==> config.mk <==
export PLATFORM = sky130hd
export DESIGN_NAME = cdc_clock_ctrl
export DESIGN_NICKNAME = d
export VERILOG_FILES = /design/src/rtl/cdc_pkg.sv /design/src/rtl/cdc_ratio_div.sv /design/src/rtl/cdc_clock_ctrl.sv
export SDC_FILE = /design/constraint.sdc
export NUM_CORES = 1
export LEC_CHECK = 0
export BUFFER_PORTS_ARGS = -buffer_cell sky130_fd_sc_hd__clkbuf_2
export CAP_MARGIN = 20
export CORE_MARGIN = 3
export CORE_UTILIZATION = 40
export CTS_CLUSTER_SIZE = 30
export DETAILED_ROUTE_END_ITERATION = 8
export GPL_TIMING_DRIVEN = 0
export PLACE_DENSITY_LB_ADDON = 0.25
export SLEW_MARGIN = 20
export SYNTH_ARGS = -nofsm -noshare
export SYNTH_HDL_FRONTEND = slang
export SYNTH_HIERARCHICAL = 1
export SYNTH_SLANG_ARGS = --single-unit
==> constraint.sdc <==
create_clock -name i_clk -period 3.4 [get_ports i_clk]
set_input_delay 0 -clock i_clk [delete_from_list [all_inputs] [get_ports i_clk]]
set_output_delay 0 -clock i_clk [all_outputs]
set_load 0.005 [all_outputs]
==> src/rtl/cdc_pkg.sv <==
package cdc_pkg;

  // Register offsets on the control port
  localparam logic [7:0] SEC_BITCLK_DIV_LOW_ADDR  = 8'h3D;
  localparam logic [7:0] ANALOG_NM_DIV_CFG_ADDR   = 8'h3E;
  localparam logic [7:0] CORE_DIV_ENABLES_ADDR    = 8'h44;
  localparam logic [7:0] PORT_DIV_ENABLES_ADDR    = 8'h45;
  localparam logic [7:0] CLKOUT_SRC_SELECT_ADDR   = 8'h46;

  // Reset values
  localparam logic [7:0] SEC_BITCLK_DIV_LOW_RST   = 8'h01;
  localparam logic [5:0] ANALOG_NM_RATIO_RST      = 6'h01;
  localparam logic [2:0] CORE_DIV_ENABLES_RST     = 3'h0;
  localparam logic [7:0] PORT_DIV_ENABLES_RST     = 8'h00;
  localparam logic [2:0] CLKOUT_SRC_RST           = 3'h0;

  // Field positions
  localparam int N_RATIO_ENABLE_BIT               = 2;
  localparam int M_RATIO_ENABLE_BIT               = 1;
  localparam int PDM_MIC_DIV_ENABLE_BIT           = 0;
  localparam int ADC_MOD_DIV_ENABLE_BIT           = 6;
  localparam int DAC_MOD_DIV_ENABLE_BIT           = 4;
  localparam int PRI_BITCLK_DIV_ENABLE_BIT        = 3;
  localparam int SEC_BITCLK_DIV_ENABLE_BIT        = 2;
  localparam int PRI_FRAMESYNC_DIV_ENABLE_BIT     = 1;
  localparam int SEC_FRAMESYNC_DIV_ENABLE_BIT     = 0;
  localparam int ANALOG_NM_RATIO_MSB              = 5;
  localparam int CLKOUT_SRC_MSB                   = 2;

  // Ratio codes of zero stand for the full range
  localparam logic [9:0] SEC_BITCLK_ZERO_RATIO    = 10'h200;
  localparam logic [6:0] ANALOG_NM_ZERO_RATIO     = 7'h40;
  // Ratio used for every divider when automatic detection owns the tree
  localparam logic [9:0] AUTO_RATIO_DEFAULT       = 10'h001;

  typedef enum logic [2:0] {
    CDC_SRC_PLL,
    CDC_SRC_PRI_BITCLK,
    CDC_SRC_SEC_BITCLK,
    CDC_SRC_CONTROL_CLK,
    CDC_SRC_OSC,
    CDC_SRC_DSP
  } cdc_clkout_src_type;

  typedef struct packed {
    logic adc_modulator_div_enable;
    logic dac_modulator_div_enable;
    logic pri_port_bitclk_div_enable;
    logic sec_port_bitclk_div_enable;
    logic pri_port_framesync_div_enable;
    logic sec_port_framesync_div_enable;
    logic n_ratio_enable;
    logic m_ratio_enable;
    logic pdm_mic_div_enable;
  } cdc_enables_type;

  typedef struct packed {
    logic       wr;
    logic [7:0] addr;
    logic [7:0] wdata;
  } cdc_reg_req_type;

endpackage

==> src/rtl/cdc_ratio_div.sv <==
`timescale 1ns/1ps
// Divides a source tick train by a ratio; held idle while disabled
module cdc_ratio_div (
  // Clock and reset
  input  wire logic       i_clk,
  input  wire logic       i_rst_n,
  // Control
  input  wire logic       i_enable,
  input  wire logic [9:0] i_ratio,
  input  wire logic       i_src_tick,
  // Output
  output logic            o_tick
);

  logic [9:0] count;

  always_ff @(posedge i_clk) begin
    if (!i_rst_n || !i_enable) begin
      count  <= 10'h000;
      o_tick <= 1'b0;
    end else if (i_src_tick) begin
      if (count + 10'h001 >= i_ratio) begin
        count  <= 10'h000;
        o_tick <= 1'b1;
      end else begin
        count  <= count + 10'h001;
        o_tick <= 1'b0;
      end
    end else begin
      o_tick <= 1'b0;
    end
  end

endmodule // cdc_ratio_div

==> src/rtl/cdc_clock_ctrl.sv <==
`timescale 1ns/1ps
module cdc_clock_ctrl (
  // Clock and reset
  input  wire logic                        i_clk,
  input  wire logic                        i_rst_n,
  // Control port register access
  input  wire cdc_pkg::cdc_reg_req_type    i_req,
  output logic [7:0]                       o_rdata,
  // Neighbouring configuration
  input  wire logic                        i_auto_detect_en,
  input  wire logic                        i_sec_port_bitclk_div_high,
  // Source clock ticks
  input  wire logic                        i_src_pll_tick,
  input  wire logic                        i_src_pri_bitclk_tick,
  input  wire logic                        i_src_sec_bitclk_tick,
  input  wire logic                        i_src_control_tick,
  input  wire logic                        i_src_osc_tick,
  input  wire logic                        i_src_dsp_tick,
  // Divider outputs
  output logic                             o_sec_port_bitclk_tick,
  output logic                             o_analog_nm_tick,
  output logic                             o_clkout_src_tick,
  output cdc_pkg::cdc_enables_type         o_enables,
  output logic [9:0]                       o_sec_port_bitclk_ratio,
  output logic [6:0]                       o_analog_nm_ratio_eff
);

  logic [7:0]                  sec_port_bitclk_div_low;
  logic [5:0]                  analog_nm_ratio;
  logic [2:0]                  core_enables;
  logic [7:0]                  port_enables;
  logic [2:0]                  clock_output_source;
  logic [8:0]                  sec_code;
  logic [9:0]                  next_sec_ratio;
  logic [6:0]                  next_nm_ratio;
  logic                        clkout_src_tick;
  logic                        wr_sec_low;
  logic                        wr_nm_cfg;
  logic                        wr_core_en;
  logic                        wr_port_en;
  logic                        wr_clkout_sel;
  cdc_pkg::cdc_clkout_src_type clkout_src_sel;

  // Write strobes; unmapped offsets match none and are dropped
  assign wr_sec_low    = i_req.wr && (i_req.addr == cdc_pkg::SEC_BITCLK_DIV_LOW_ADDR);
  assign wr_nm_cfg     = i_req.wr && (i_req.addr == cdc_pkg::ANALOG_NM_DIV_CFG_ADDR);
  assign wr_core_en    = i_req.wr && (i_req.addr == cdc_pkg::CORE_DIV_ENABLES_ADDR);
  assign wr_port_en    = i_req.wr && (i_req.addr == cdc_pkg::PORT_DIV_ENABLES_ADDR);
  assign wr_clkout_sel = i_req.wr && (i_req.addr == cdc_pkg::CLKOUT_SRC_SELECT_ADDR);

  // Secondary bit-clock ratio low byte
  always_ff @(posedge i_clk) begin
    if (!i_rst_n) begin
      sec_port_bitclk_div_low <= cdc_pkg::SEC_BITCLK_DIV_LOW_RST;
    end else if (wr_sec_low) begin
      sec_port_bitclk_div_low <= i_req.wdata;
    end
  end

  // Analog N-M ratio, upper bits read-only
  always_ff @(posedge i_clk) begin
    if (!i_rst_n) begin
      analog_nm_ratio <= cdc_pkg::ANALOG_NM_RATIO_RST;
    end else if (wr_nm_cfg) begin
      analog_nm_ratio <= i_req.wdata[cdc_pkg::ANALOG_NM_RATIO_MSB:0];
    end
  end

  // Core divider enables
  always_ff @(posedge i_clk) begin
    if (!i_rst_n) begin
      core_enables <= cdc_pkg::CORE_DIV_ENABLES_RST;
    end else if (wr_core_en) begin
      core_enables <= i_req.wdata[cdc_pkg::N_RATIO_ENABLE_BIT:0];
    end
  end

  // Port divider enables
  always_ff @(posedge i_clk) begin
    if (!i_rst_n) begin
      port_enables <= cdc_pkg::PORT_DIV_ENABLES_RST;
    end else if (wr_port_en) begin
      // Reserved bits 7 and 5 are read/write; software keeps them zero
      port_enables <= i_req.wdata;
    end
  end

  // Clock output source code
  always_ff @(posedge i_clk) begin
    if (!i_rst_n) begin
      clock_output_source <= cdc_pkg::CLKOUT_SRC_RST;
    end else if (wr_clkout_sel) begin
      clock_output_source <= i_req.wdata[cdc_pkg::CLKOUT_SRC_MSB:0];
    end
  end

  // Read data, read-only reserved bits return zero
  always_ff @(posedge i_clk) begin
    if (!i_rst_n) begin
      o_rdata <= 8'h00;
    end else begin
      unique case (i_req.addr)
        cdc_pkg::SEC_BITCLK_DIV_LOW_ADDR: o_rdata <= sec_port_bitclk_div_low;
        cdc_pkg::ANALOG_NM_DIV_CFG_ADDR:  o_rdata <= {2'h0, analog_nm_ratio};
        cdc_pkg::CORE_DIV_ENABLES_ADDR:   o_rdata <= {5'h00, core_enables};
        cdc_pkg::PORT_DIV_ENABLES_ADDR:   o_rdata <= port_enables;
        cdc_pkg::CLKOUT_SRC_SELECT_ADDR:  o_rdata <= {5'h00, clock_output_source};
        default:                          o_rdata <= 8'h00;
      endcase
    end
  end

  // Ratio decode
  always_comb begin
    sec_code = {i_sec_port_bitclk_div_high, sec_port_bitclk_div_low};
    if (i_auto_detect_en) begin
      next_sec_ratio = cdc_pkg::AUTO_RATIO_DEFAULT;
      next_nm_ratio  = cdc_pkg::AUTO_RATIO_DEFAULT[6:0];
    end else begin
      // Zero code divides by the full range of the field
      next_sec_ratio = (sec_code == 9'h000) ? cdc_pkg::SEC_BITCLK_ZERO_RATIO
                                            : {1'b0, sec_code};
      next_nm_ratio  = (analog_nm_ratio == 6'h00) ? cdc_pkg::ANALOG_NM_ZERO_RATIO
                                                  : {1'b0, analog_nm_ratio};
    end
  end

  always_ff @(posedge i_clk) begin
    if (!i_rst_n) begin
      o_sec_port_bitclk_ratio <= 10'h001;
      o_analog_nm_ratio_eff   <= 7'h01;
    end else begin
      o_sec_port_bitclk_ratio <= next_sec_ratio;
      o_analog_nm_ratio_eff   <= next_nm_ratio;
    end
  end

  // Enable fan-out
  always_ff @(posedge i_clk) begin
    if (!i_rst_n) begin
      o_enables <= '0;
    end else begin
      o_enables.n_ratio_enable                <= core_enables[cdc_pkg::N_RATIO_ENABLE_BIT];
      o_enables.m_ratio_enable                <= core_enables[cdc_pkg::M_RATIO_ENABLE_BIT];
      o_enables.pdm_mic_div_enable            <= core_enables[cdc_pkg::PDM_MIC_DIV_ENABLE_BIT];
      o_enables.adc_modulator_div_enable      <= port_enables[cdc_pkg::ADC_MOD_DIV_ENABLE_BIT];
      o_enables.dac_modulator_div_enable      <= port_enables[cdc_pkg::DAC_MOD_DIV_ENABLE_BIT];
      o_enables.pri_port_bitclk_div_enable    <= port_enables[cdc_pkg::PRI_BITCLK_DIV_ENABLE_BIT];
      o_enables.sec_port_bitclk_div_enable    <= port_enables[cdc_pkg::SEC_BITCLK_DIV_ENABLE_BIT];
      o_enables.pri_port_framesync_div_enable <= port_enables[cdc_pkg::PRI_FRAMESYNC_DIV_ENABLE_BIT];
      o_enables.sec_port_framesync_div_enable <= port_enables[cdc_pkg::SEC_FRAMESYNC_DIV_ENABLE_BIT];
    end
  end

  // Codes 6 and 7 have no enum member and land in the default
  assign clkout_src_sel = cdc_pkg::cdc_clkout_src_type'(clock_output_source);

  // Clock output source mux; reserved codes give no ticks
  always_comb begin
    unique case (clkout_src_sel)
      cdc_pkg::CDC_SRC_PLL:         clkout_src_tick = i_src_pll_tick;
      cdc_pkg::CDC_SRC_PRI_BITCLK:  clkout_src_tick = i_src_pri_bitclk_tick;
      cdc_pkg::CDC_SRC_SEC_BITCLK:  clkout_src_tick = i_src_sec_bitclk_tick;
      cdc_pkg::CDC_SRC_CONTROL_CLK: clkout_src_tick = i_src_control_tick;
      cdc_pkg::CDC_SRC_OSC:         clkout_src_tick = i_src_osc_tick;
      cdc_pkg::CDC_SRC_DSP:         clkout_src_tick = i_src_dsp_tick;
      default:                      clkout_src_tick = 1'b0;
    endcase
  end

  always_ff @(posedge i_clk) begin
    if (!i_rst_n) begin
      o_clkout_src_tick <= 1'b0;
    end else begin
      o_clkout_src_tick <= clkout_src_tick;
    end
  end

  // Dividers run from registered ratios so a mid-count write cannot glitch
  cdc_ratio_div u_sec_bitclk_div (
    .i_clk      (i_clk),
    .i_rst_n    (i_rst_n),
    .i_enable   (o_enables.sec_port_bitclk_div_enable),
    .i_ratio    (o_sec_port_bitclk_ratio),
    .i_src_tick (i_src_pll_tick),
    .o_tick     (o_sec_port_bitclk_tick)
  );

  cdc_ratio_div u_analog_nm_div (
    .i_clk      (i_clk),
    .i_rst_n    (i_rst_n),
    .i_enable   (o_enables.n_ratio_enable & o_enables.m_ratio_enable),
    .i_ratio    ({3'h0, o_analog_nm_ratio_eff}),
    .i_src_tick (i_src_pll_tick),
    .o_tick     (o_analog_nm_tick)
  );

endmodule // cdc_clock_ctrl

==> flow_metrics.env, run 1 <==
export IMPL_detailed_route_wire_length_per_cell_um=14.2
export IMPL_n_fill_cell=995
export IMPL_detail_route_antenna_nets=0
export IMPL_vdd_ir_drop_worst_v=0.000204
export IMPL_cellLeakagePower_nw=1.98
export IMPL_via_count=3448
export IMPL_routed_wirelength_um=9450
export IMPL_dp_hpwl_um=7360
export IMPL_path_clk_slew_ps=90
export IMPL_power_density_mw_per_mm2=378
export IMPL_detail_route_iter0_violations=125
export IMPL_total_congestion_overflow=0
export IMPL_cts_tree="yes"
export IMPL_multi_input_comb_area_mm2=0.00221
export IMPL_most_common_layout_cells="sky130_fd_sc_hd__dfxtp_1, sky130_fd_sc_hd__clkbuf_2, sky130_fd_sc_hd__inv_1"
export IMPL_hold_path_class="primary input to flop"
export IMPL_max_freq_mhz=388
export IMPL_netlist_cell_type_count=54
export IMPL_cts_made_buffers=9
export IMPL_final_nets=575
export IMPL_drt_vias_per_instance=5.19
export IMPL_die_footprint_mm2=0.0116
export IMPL_clockPowerShare_pct=41.0
export IMPL_placedInstanceArea_mm2=0.00460
export IMPL_netlist_top_cell_by_area="sky130_fd_sc_hd__dfxtp_1"
export IMPL_final_hold_viol_count=0
export IMPL_critPathLaunchType="flop"
export IMPL_die_width_um=108
export IMPL_post_synthesis_sequential_area_ratio_pct=41.3
export IMPL_final_max_slew_violation_count=0
export IMPL_sequential_standard_cell_area_mm2=0.00170
export IMPL_r2r_end="u_analog_nm_div/count[9]"
export IMPL_grt_max_degree=16
export IMPL_period_share_pct=75.7
export IMPL_cts_root_buf="sky130_fd_sc_hd__clkbuf_8"
export IMPL_endpoint="u_analog_nm_div/count[9]"
export IMPL_final_setup_violation_count=0
export IMPL_final_critical_path_setup_slack_ps=825
export IMPL_antennaDiodeCount=0
export IMPL_cellInternalPower_mw=1.42
export IMPL_totalNegativeSetupSlack_ps=0
export IMPL_hold_buffers=8
export IMPL_timing_max_cap_violations=0
export IMPL_netlist_instances=444
export IMPL_number_of_antenna_violations_at_the_first_check_in_global_routing=0
export IMPL_p_sw_mw=0.430
export IMPL_largest_clock_skew_in_the_final_design_ps=10.2
export IMPL_reg2reg_slack_ps=820
export IMPL_arrival_time_at_the_worst_endpoint_ps=2840
export IMPL_slew_headroom_pct=65.4
export IMPL_firstDrtPassIters=4
export IMPL_worst_skew_pair_late_latency_ps=350
export IMPL_die_y_um=108
export IMPL_globalplace_congestion=0.841
export IMPL_finalPower_mw=1.85
export IMPL_floorplan_core_area_mm2=0.00991
export IMPL_outcome="complete, no violations"
export IMPL_top_area_cells_in_the_synthesized_netlist="sky130_fd_sc_hd__dfxtp_1, sky130_fd_sc_hd__ha_1, sky130_fd_sc_hd__nand2b_1, sky130_fd_sc_hd__nand3_1, sky130_fd_sc_hd__inv_1"
export IMPL_critical_path_startpoint="u_analog_nm_div/count[0]"
export IMPL_synth_edff_count=0
export IMPL_synthToLayoutAreaGrowth_pct=18.8
export IMPL_track_usage_pct=17.2
export IMPL_synthArstFlopShare_pct=0
export IMPL_worst_r2r_path_depth=9
export IMPL_post_cts_repair_setup_buffers=0
export IMPL_ys_flop_type="sky130_fd_sc_hd__dfxtp_1"
export IMPL_unrepaired_setup_endpoints_after_global_routing="false"
export IMPL_postSynthAreaPerCell_um2=9.28
export IMPL_cts_max_level=3
export IMPL_route_detailed_drc=0
export IMPL_max_slew_worst_pin_slew_ps=518
export IMPL_post_cts_resized_instances=0
export IMPL_synth_area_mm2=0.00412
export IMPL_synth_top_cell_area_share_pct=41.3
export IMPL_r2r_start="u_analog_nm_div/count[0]"
export IMPL_post_route_min_period_ps=2580
export IMPL_layout_cells_most_common="sky130_fd_sc_hd__dfxtp_1"
export IMPL_fp_row_count=36
export IMPL_grt_first_pass_wirelength_um=16100
export IMPL_synth_warnings=6
export IMPL_placement_io_buffers=61
export IMPL_finish_instance_area_mm2=0.00490
export IMPL_seq_power_share_pct=53.9
export IMPL_critical_path_required_ps=3670
export IMPL_starting_density_of_the_core_pct=41.6
export IMPL_combinational_group_share_of_total_power_pct=5.1
export IMPL_critPathKind="flop to flop"
export IMPL_place_worst_setup_slack_ps=863
export IMPL_cts_sink_count=85
export IMPL_switching_share_pct=23.2
export IMPL_timing_critical_path_fanout_max=8
export IMPL_critical_path_endpoint_type="flop"
export IMPL_synth_seq_cells=85
export IMPL_cts_max_path_buffers=2
export IMPL_grt_pass1_vias=3377
export IMPL_drive_above_1_share_pct=22.0
export IMPL_pin_count=64
flip-flops by register name, indices dropped and copies added (netlist names):
name                     cells
analog_nm_ratio              6
u_sec_bitclk_div/count      10
sec_port_bitclk_div_low      8
u_sec_bitclk_div/o_tick      1
u_analog_nm_div/count       10
o_clkout_src_tick            1
o_analog_nm_ratio_eff        7
u_analog_nm_div/o_tick       1
o_rdata                      8
o_sec_port_bitclk_ratio     10
clkout_src_sel               3
o_enables                    9
core_enables                 3
port_enables                 8
per-stage QoR:
stage          util [%]  std cells  hold slack [ps]
2_1_floorplan         -        446              122
3_3_place_gp       46.4        640              285
3_5_place_dp       46.4        640              282
4_1_cts            49.4        664             15.7
5_1_grt            49.4        664             29.5
6_report           49.4        664             24.1
final cells by class:
class / instances / share of cell area [%]
Sequential cell: 85 / 34.7
Clock inverter: 5 / 1.33
Inverter: 37 / 2.84
Multi-Input combinational cell: 310 / 45.1
Clock buffer: 11 / 3.09
Tap cell: 133 / 3.40
Buffer: 14 / 1.61
Timing Repair Buffer: 69 / 7.87
critical path, stage by stage, from the launching register on:
cell,delay (ps)
sky130_fd_sc_hd__dfxtp_1,440
sky130_fd_sc_hd__ha_1,240
sky130_fd_sc_hd__nand3_1,170
sky130_fd_sc_hd__xnor2_1,280
sky130_fd_sc_hd__ha_1,320
sky130_fd_sc_hd__a21oi_1,170
sky130_fd_sc_hd__nand2_1,80
sky130_fd_sc_hd__a2bb2oi_2,360
sky130_fd_sc_hd__o21ai_2,180
sky130_fd_sc_hd__o32ai_2,260
layer usage:
metal | wire [µm] | share of wire, % | global-route usage, % | vias up
met5 | 0 | 0 | 0 | -
met2 | 4580 | 48 | 28.9 | 87
met4 | 164 | 1.7 | 6.31 | 0
li1 | - | - | - | 1726
met1 | 4320 | 46 | 22.3 | 1623
met3 | 392 | 4.1 | 2.58 | 12
cells by family after synthesis:
kind of cell               count (synthesis)  share of synthesized area [%]
other                                      1                         0.0910
and+or+nand+nor                          164                           23.5
adders and majority gates                 22                           6.68
buffers and inverters                     51                           5.28
AOI/OAI and AO/OA                         92                           16.4
xor gates and xnor gates                  18                           3.83
muxes                                     11                           2.98
DFF                                       85                           41.3
power by group through the flow:
stage / combinational [mW] / clock [mW] / sequential [mW]
after detailed placement: 0.0871 / 0 / 1.02
after global routing: 0.105 / 0.820 / 0.998
after floorplan: 0.0493 / 0 / 1.02
after CTS: 0.0946 / 0.780 / 0.997
final: 0.0950 / 0.759 / 0.997
after global placement: 0.0856 / 0 / 1.02
how the worst min path moves through the flow:
| stage | end | from | slack (ps) | depth (start not counted) |
|---|---|---|---|---|
| global placement | o_analog_nm_ratio_eff[0] | i_auto_detect_en | 290 | 3 |
| CTS | sec_port_bitclk_div_low[2] | i_req[2] | 20 | 3 |
| finish | sec_port_bitclk_div_low[1] | i_req[1] | 20 | 3 |
| floorplan | o_sec_port_bitclk_ratio[8] | i_sec_port_bitclk_div_high | 120 | 1 |
| global route | sec_port_bitclk_div_low[1] | i_req[1] | 30 | 3 |
| detailed placement | o_analog_nm_ratio_eff[0] | i_auto_detect_en | 280 | 3 |
cell usage after synthesis (3+ instances only):
master	number
sky130_fd_sc_hd__a22o_1	3
sky130_fd_sc_hd__and2_1	20
sky130_fd_sc_hd__xnor2_1	12
sky130_fd_sc_hd__o32ai_2	4
sky130_fd_sc_hd__nor2b_1	7
sky130_fd_sc_hd__nand2_1	32
sky130_fd_sc_hd__ha_1	22
sky130_fd_sc_hd__buf_2	3
sky130_fd_sc_hd__inv_1	37
sky130_fd_sc_hd__dfxtp_1	85
sky130_fd_sc_hd__a22oi_1	8
sky130_fd_sc_hd__o21ai_1	16
sky130_fd_sc_hd__xor2_1	6
sky130_fd_sc_hd__clkbuf_1	6
sky130_fd_sc_hd__nor2_1	15
sky130_fd_sc_hd__nand3_1	28
sky130_fd_sc_hd__o2111ai_1	12
sky130_fd_sc_hd__o21ai_0	5
sky130_fd_sc_hd__and3_1	4
sky130_fd_sc_hd__mux2i_1	10
sky130_fd_sc_hd__nor4_1	3
sky130_fd_sc_hd__nor3_1	8
sky130_fd_sc_hd__o21ai_2	7
sky130_fd_sc_hd__a21oi_1	24
sky130_fd_sc_hd__nand2b_1	23
sky130_fd_sc_hd__nand4_1	4
(Power assumes the default switching activity.)
==> run 2: changes to the inputs <==
ABC_AREA = 1   (was not set)
clock period = 2.55 ns   (was 3.4 ns; I/O delays follow)
==> run 2 against run 1 <==
  * Synthesized cell count increased by 28%
  * Worst setup slack got worse by 610 ps
  * Register-to-register slack got worse by 610 ps
  * Non-clock buffer count increased by 2
  * Utilization increased by 1.1 points
  * Combinational power increased by 43%
  * Global-route usage increased by 0.14 points
  * Total power increased by 28%
  * Routed wire length increased by 3.7%
  * Sequential power increased by 33%
  * Maximum frequency increased by 10%
==> flow_metrics.env, run 2 <==
export IMPL_final_nets=708
export IMPL_postSynthAreaPerCell_um2=7.29
export IMPL_cts_max_level=3
export IMPL_synth_edff_count=0
export IMPL_grt_first_pass_wirelength_um=16100
export IMPL_synth_warnings=6
export IMPL_period_share_pct=91.4
export IMPL_track_usage_pct=17.4
export IMPL_slew_headroom_pct=63.3
export IMPL_cts_made_buffers=9
export IMPL_placement_io_buffers=63
export IMPL_route_detailed_drc=0
export IMPL_critPathKind="flop to flop"
export IMPL_netlist_cell_type_count=37
export IMPL_firstDrtPassIters=4
export IMPL_grt_pass1_vias=3552
export IMPL_top_area_cells_in_the_synthesized_netlist="sky130_fd_sc_hd__dfxtp_1, sky130_fd_sc_hd__nand2_1, sky130_fd_sc_hd__inv_1, sky130_fd_sc_hd__ha_1, sky130_fd_sc_hd__nand3_1"
export IMPL_post_route_min_period_ps=2330
export IMPL_via_count=3770
export IMPL_final_max_slew_violation_count=0
export IMPL_cts_max_path_buffers=2
export IMPL_largest_registers_ranked_by_flip_flop_count="o_sec_port_bitclk_ratio: 10 flops, u_analog_nm_div/count: 10 flops, u_sec_bitclk_div/count: 10 flops"
export IMPL_synthToLayoutAreaGrowth_pct=20.7
export IMPL_power_density_mw_per_mm2=474
export IMPL_r2r_end="u_analog_nm_div/count[2]"
export IMPL_starting_density_of_the_core_pct=41.8
export IMPL_total_congestion_overflow=0
export IMPL_die_width_um=108
export IMPL_pin_count=64
export IMPL_worst_hold_path_num_cells=3
export IMPL_final_hold_viol_count=0
export IMPL_final_setup_violation_count=0
export IMPL_layout_cells_most_common="sky130_fd_sc_hd__nand2_1"
export IMPL_floorplan_core_area_mm2=0.00991
export IMPL_die_y_um=108
export IMPL_worst_skew_pair_late_latency_ps=360
export IMPL_post_cts_repair_setup_buffers=0
export IMPL_critPathMaxStageDelay_ps=390
export IMPL_die_footprint_mm2=0.0116
export IMPL_n_fill_cell=1016
export IMPL_routed_wirelength_um=9810
export IMPL_antennaDiodeCount=0
export IMPL_detail_route_iter0_violations=123
export IMPL_detail_route_antenna_nets=0
export IMPL_hold_path_class="primary input to flop"
export IMPL_drt_vias_per_instance=4.73
export IMPL_vdd_ir_drop_worst_v=0.000297
export IMPL_cellLeakagePower_nw=2.28
export IMPL_arrival_time_at_the_worst_endpoint_ps=2610
export IMPL_critical_path_endpoint_type="flop"
export IMPL_fin_hold_ws_ps=30.7
export IMPL_min_delay_start="i_src_pll_tick"
export IMPL_most_common_layout_cells="sky130_fd_sc_hd__nand2_1, sky130_fd_sc_hd__inv_1, sky130_fd_sc_hd__dfxtp_1"
export IMPL_globalplace_congestion=0.835
export IMPL_r2r_start="u_analog_nm_div/count[0]"
export IMPL_detailed_route_wire_length_per_cell_um=12.3
export IMPL_cts_root_buf="sky130_fd_sc_hd__clkbuf_8"
export IMPL_unrepaired_setup_endpoints_after_global_routing="false"
export IMPL_critical_path_required_ps=2830
export IMPL_fp_row_count=36
export IMPL_max_freq_mhz=429
export IMPL_dp_hpwl_um=7380
export IMPL_grt_max_degree=15
export IMPL_drive_above_1_share_pct=19.1
export IMPL_number_of_antenna_violations_at_the_first_check_in_global_routing=0
export IMPL_synth_top_cell_area_share_pct=41.1
export IMPL_netlist_instances=569
export IMPL_worst_r2r_path_depth=13
export IMPL_synth_area_mm2=0.00415
export IMPL_outcome="complete, no violations"
export IMPL_min_to="u_sec_bitclk_div/count[3]"
export IMPL_cts_tree="yes"
export IMPL_synth_most_common_cell="sky130_fd_sc_hd__nand2_1"
export IMPL_synthArstFlopShare_pct=0
export IMPL_cts_sink_count=85
export IMPL_timing_critical_path_fanout_max=5
export IMPL_synth_seq_cells=85
export IMPL_critical_path_slowest_cell="sky130_fd_sc_hd__dfxtp_1"
export IMPL_finalPower_mw=2.37
export IMPL_critPathLaunchType="flop"
export IMPL_max_slew_worst_pin_slew_ps=551
export IMPL_totalNegativeSetupSlack_ps=0
export IMPL_timing_max_cap_violations=0
export IMPL_post_synthesis_sequential_area_ratio_pct=41.1
export IMPL_path_clk_slew_ps=90
export IMPL_reg2reg_slack_ps=220
export IMPL_ys_top_cells_by_count="sky130_fd_sc_hd__nand2_1, sky130_fd_sc_hd__inv_1, sky130_fd_sc_hd__dfxtp_1"
export IMPL_ys_flop_type="sky130_fd_sc_hd__dfxtp_1"
export IMPL_cp_cell_instances="ha_1, nand3_2, nor2_2, nand3b_1, nand2_1, ha_1, nand2_1, inv_1, a21oi_1, nand2_2, nor2_4, nand3_1, a21oi_1"
export IMPL_netlist_top_cell_by_area="sky130_fd_sc_hd__dfxtp_1"
export IMPL_largest_clock_skew_in_the_final_design_ps=16.9
[run 2: cell count changes in the layout (fill, tap and decap cells not counted), moves of 17 or more]
cell                       previous run  this run
sky130_fd_sc_hd__nand2_1             32       118
sky130_fd_sc_hd__nand3_1             28        48
sky130_fd_sc_hd__nand2b_1            23         0
sky130_fd_sc_hd__inv_1               37        91
sky130_fd_sc_hd__a21oi_1             24        42
sky130_fd_sc_hd__o21ai_0              5        22
sky130_fd_sc_hd__nor2_1              15        64
sky130_fd_sc_hd__and2_1              20         0
[run 2: cell type report]
type,count,area (µm²),area share (%)
Timing Repair Buffer,75,435,8.70
Tap cell,133,166,3.33
Inverter,96,365,7.30
Multi-Input combinational cell,382,2090,41.8
Sequential cell,85,1700,34.0
Buffer,10,58.8,1.18
Clock buffer,12,155,3.10
Clock inverter,4,30.0,0.600
[run 2: worst max-delay path: cells and delay by family, from the launching register on]
family,cells,cell delay [ps]
simple gates,8,1030
fa+ha+maj,2,460
flops,1,390
compound gates,2,350
buf+inv,1,40
[run 2: repair_timing]
action,CTS,global route
pin swaps,0,4
gates cloned,0,2
hold endpoints to repair,23,0
setup endpoints to repair,1,21
hold buffers,12,0
resized for setup,1,14
[run 2: cell families (layout without fill, tap and decap cells)]
family,after synthesis,in the layout,synth area share (%)
AND/OR/NAND/NOR,267,269,29.4
buffers and inverters,106,197,10.2
flip-flops,85,85,41.1
AO/OA/AOI/OAI,80,80,10.5
adder cells (fa/ha/maj),22,22,6.64
XOR/XNOR,8,8,2.05
other,1,3,0.0905
[run 2: report_power, final]
group | switching, mW | total [mW] | internal (mW)
Clock | 0.494 | 0.906 | 0.412
Combinational | 0.0864 | 0.136 | 0.0500
Sequential | 0.00137 | 1.33 | 1.33
Total | 0.582 | 2.37 | 1.79
[run 2: routing by layer]
layer / up-vias / part of all wire [%] / track usage, %
li1: 1975 / - / -
met1: 1695 / 46 / 22.1
met2: 82 / 48 / 29.0
met3: 18 / 4.0 / 3.12
met4: 0 / 2.1 / 6.67
met5: - / 0 / 0
[run 2: worst max-delay path by stage]
stage	start	to	slack (ps)
finish	u_analog_nm_div/count[0]	u_analog_nm_div/count[2]	220
global placement	u_analog_nm_div/count[0]	u_analog_nm_div/count[6]	110
detailed placement	u_analog_nm_div/count[1]	u_analog_nm_div/count[7]	30
floorplan	u_sec_bitclk_div/count[1]	u_sec_bitclk_div/count[1]	480
global route	u_analog_nm_div/count[0]	u_analog_nm_div/count[1]	9
CTS	u_analog_nm_div/count[0]	u_analog_nm_div/count[7]	10
[run 2: per-stage QoR]
step / instance area, µm² / std cells / worst slack [ps] / util, %
final: 5000 / 797 / 219 / 50.5
after global routing: 5000 / 797 / 8.57 / 50.5
after CTS: 4940 / 795 / 14.7 / 49.9
after detailed placement: 4630 / 767 / 34.9 / 46.8
after global placement: 4630 / 767 / 110 / 46.8
after floorplan: 4150 / 571 / 480 / -
==> run 3: changes to the inputs <==
==> constraint.sdc (replaced) <==
create_clock -name i_clk -period 2.55 [get_ports i_clk]
set_input_delay 0.255 -clock i_clk [delete_from_list [all_inputs] [get_ports i_clk]]
set_output_delay 0.255 -clock i_clk [all_outputs]
set_load 0.005 [all_outputs]
==> run 3 against run 2 <==
  * First-iteration DRC count is 3.3% higher
  * Count of clock-buffer cells in the layout unchanged
  * Sequential share of layout area increased by 0.84 points
  * Clock power barely moved
  * Critical path type unchanged
  * Via count is 0.88% lower
  * Worst setup slack better by 1.4 ps
  * Worst hold slack gained 94 ps
==> flow_metrics.env, run 3 (synthesis results as in run 2) <==
export IMPL_outcome="complete, no violations"
export IMPL_placement_io_buffers=63
export IMPL_path_clk_slew_ps=90
export IMPL_antennaDiodeCount=0
export IMPL_fp_row_count=36
export IMPL_cp_cell_instances="ha_1, nand3_2, nor2_2, nand3b_1, nand2_1, ha_1, nand2_1, inv_1, a21oi_1, nand2_2, nor2_4, nand3_1, a21oi_1"
export IMPL_final_setup_violation_count=0
export IMPL_critical_path_slowest_cell="sky130_fd_sc_hd__dfxtp_1"
export IMPL_slew_headroom_pct=63.1
export IMPL_starting_density_of_the_core_pct=41.8
export IMPL_worst_hold_path_num_cells=3
export IMPL_cts_max_path_buffers=2
export IMPL_post_route_min_period_ps=2330
export IMPL_min_delay_start="i_sec_port_bitclk_div_high"
export IMPL_arrival_time_at_the_worst_endpoint_ps=2610
export IMPL_total_congestion_overflow=0
export IMPL_via_count=3737
export IMPL_die_footprint_mm2=0.0116
export IMPL_critical_path_required_ps=2830
export IMPL_critPathMaxStageDelay_ps=390
export IMPL_worst_skew_pair_late_latency_ps=360
export IMPL_dp_hpwl_um=7380
export IMPL_max_freq_mhz=429
export IMPL_place_worst_setup_slack_ps=34.9
export IMPL_cellLeakagePower_nw=2.23
export IMPL_max_slew_worst_pin_slew_ps=553
export IMPL_track_usage_pct=17.2
export IMPL_critical_path_endpoint_type="flop"
export IMPL_cts_root_buf="sky130_fd_sc_hd__clkbuf_8"
export IMPL_cts_max_level=3
export IMPL_firstDrtPassIters=4
export IMPL_final_max_slew_violation_count=0
export IMPL_largest_clock_skew_in_the_final_design_ps=17.0
export IMPL_cts_made_buffers=9
export IMPL_final_hold_viol_count=0
export IMPL_worst_r2r_path_depth=13
export IMPL_drive_above_1_share_pct=19.5
export IMPL_r2r_start="u_analog_nm_div/count[0]"
export IMPL_largest_registers_ranked_by_flip_flop_count="o_sec_port_bitclk_ratio: 10 flops, u_analog_nm_div/count: 10 flops, u_sec_bitclk_div/count: 10 flops"
export IMPL_cts_tree="yes"
export IMPL_detailed_route_wire_length_per_cell_um=12.4
export IMPL_sequential_standard_cell_area_mm2=0.00170
export IMPL_detail_route_antenna_nets=0
export IMPL_critPathLaunchType="flop"
export IMPL_final_nets=696
export IMPL_final_critical_path_setup_slack_ps=221
export IMPL_grt_pass1_vias=3515
export IMPL_route_detailed_drc=0
export IMPL_detail_route_iter0_violations=127
export IMPL_most_common_layout_cells="sky130_fd_sc_hd__nand2_1, sky130_fd_sc_hd__inv_1, sky130_fd_sc_hd__dfxtp_1"
export IMPL_critical_path_startpoint="u_analog_nm_div/count[0]"
export IMPL_vdd_ir_drop_worst_v=0.000296
export IMPL_pin_count=64
export IMPL_hold_buffers=0
export IMPL_critPathKind="flop to flop"
export IMPL_timing_critical_path_fanout_max=5
export IMPL_hold_path_class="primary input to flop"
export IMPL_layout_cells_most_common="sky130_fd_sc_hd__nand2_1"
export IMPL_post_route_util_pct=49.3
export IMPL_synthToLayoutAreaGrowth_pct=17.8
export IMPL_grt_first_pass_wirelength_um=16000
export IMPL_routed_wirelength_um=9760
export IMPL_drt_vias_per_instance=4.76
export IMPL_reg2reg_slack_ps=220
export IMPL_globalplace_congestion=0.835
export IMPL_power_density_mw_per_mm2=483
export IMPL_multi_input_comb_area_mm2=0.00209
export IMPL_die_y_um=108
export IMPL_totalNegativeSetupSlack_ps=0
export IMPL_timing_max_cap_violations=0
export IMPL_unrepaired_setup_endpoints_after_global_routing="false"
export IMPL_period_share_pct=91.3
export IMPL_die_width_um=108
export IMPL_floorplan_core_area_mm2=0.00991
export IMPL_n_fill_cell=1021
export IMPL_number_of_antenna_violations_at_the_first_check_in_global_routing=0
export IMPL_cts_sink_count=85
export IMPL_grt_max_degree=15
[run 3: cell types whose count changed in the layout (fill, tap and decap cells not counted)]
cell,before,now
sky130_fd_sc_hd__dlygate4sd3_1,12,0
[run 3: through the flow]
stage	area, µm²	total power [mW]	instances	hold slack [ps]
floorplan	4150	1.42	571	390
global placement	4630	1.48	767	441
detailed placement	4630	1.48	767	439
CTS	4820	2.38	783	109
global route	4880	2.45	785	116
finish	4880	2.36	785	125
[run 3: area by class of cell]
class,instances,share of cell area (%)
sequential,85,34.8
inverter,96,7.48
clock buffer,12,3.18
tap,133,3.41
timing repair buffer,63,6.46
multi-input combinational,382,42.8
clock inverter,4,0.615
buffer,10,1.20
[run 3: layer usage]
metal  vias up  part of all wire, %  wire length (µm)  global-route usage [%]
met5         -                    0                 0                       0
met4         0                  2.2               210                    6.67
met3        18                  4.5               436                    3.30
met2        91                   47              4610                    28.6
met1      1679                   46              4500                    22.0
li1       1949                    -                 -                       -
[run 3: worst max-delay path, delay by kind of cell, from the launching register on]
kind / cells / cell delay [ps]
and+or+nand+nor: 8 / 1020
adders and majority gates: 2 / 460
DFF: 1 / 390
AOI/OAI and AO/OA: 2 / 350
buffers and inverters: 1 / 40
[run 3: worst paths after layout]
kind / end
max: u_analog_nm_div/count[2]
min: o_sec_port_bitclk_ratio[8]
max reg2reg: u_analog_nm_div/count[2]
min reg2reg: o_enables[6]
[run 3: repair_timing]
action | CTS | global route
resized for setup | 1 | 14
hold endpoints to repair | 0 | 0
cloned | 0 | 2
endpoints found under the setup margin | 1 | 21
setup buffers | 0 | 0
pin swaps | 0 | 4
[run 3: where the power goes]
group          internal [mW]  switching [mW]  leakage [nW]
combinational         0.0379          0.0838          1.45
clock                  0.412           0.495        0.0930
sequential              1.33         0.00139         0.685
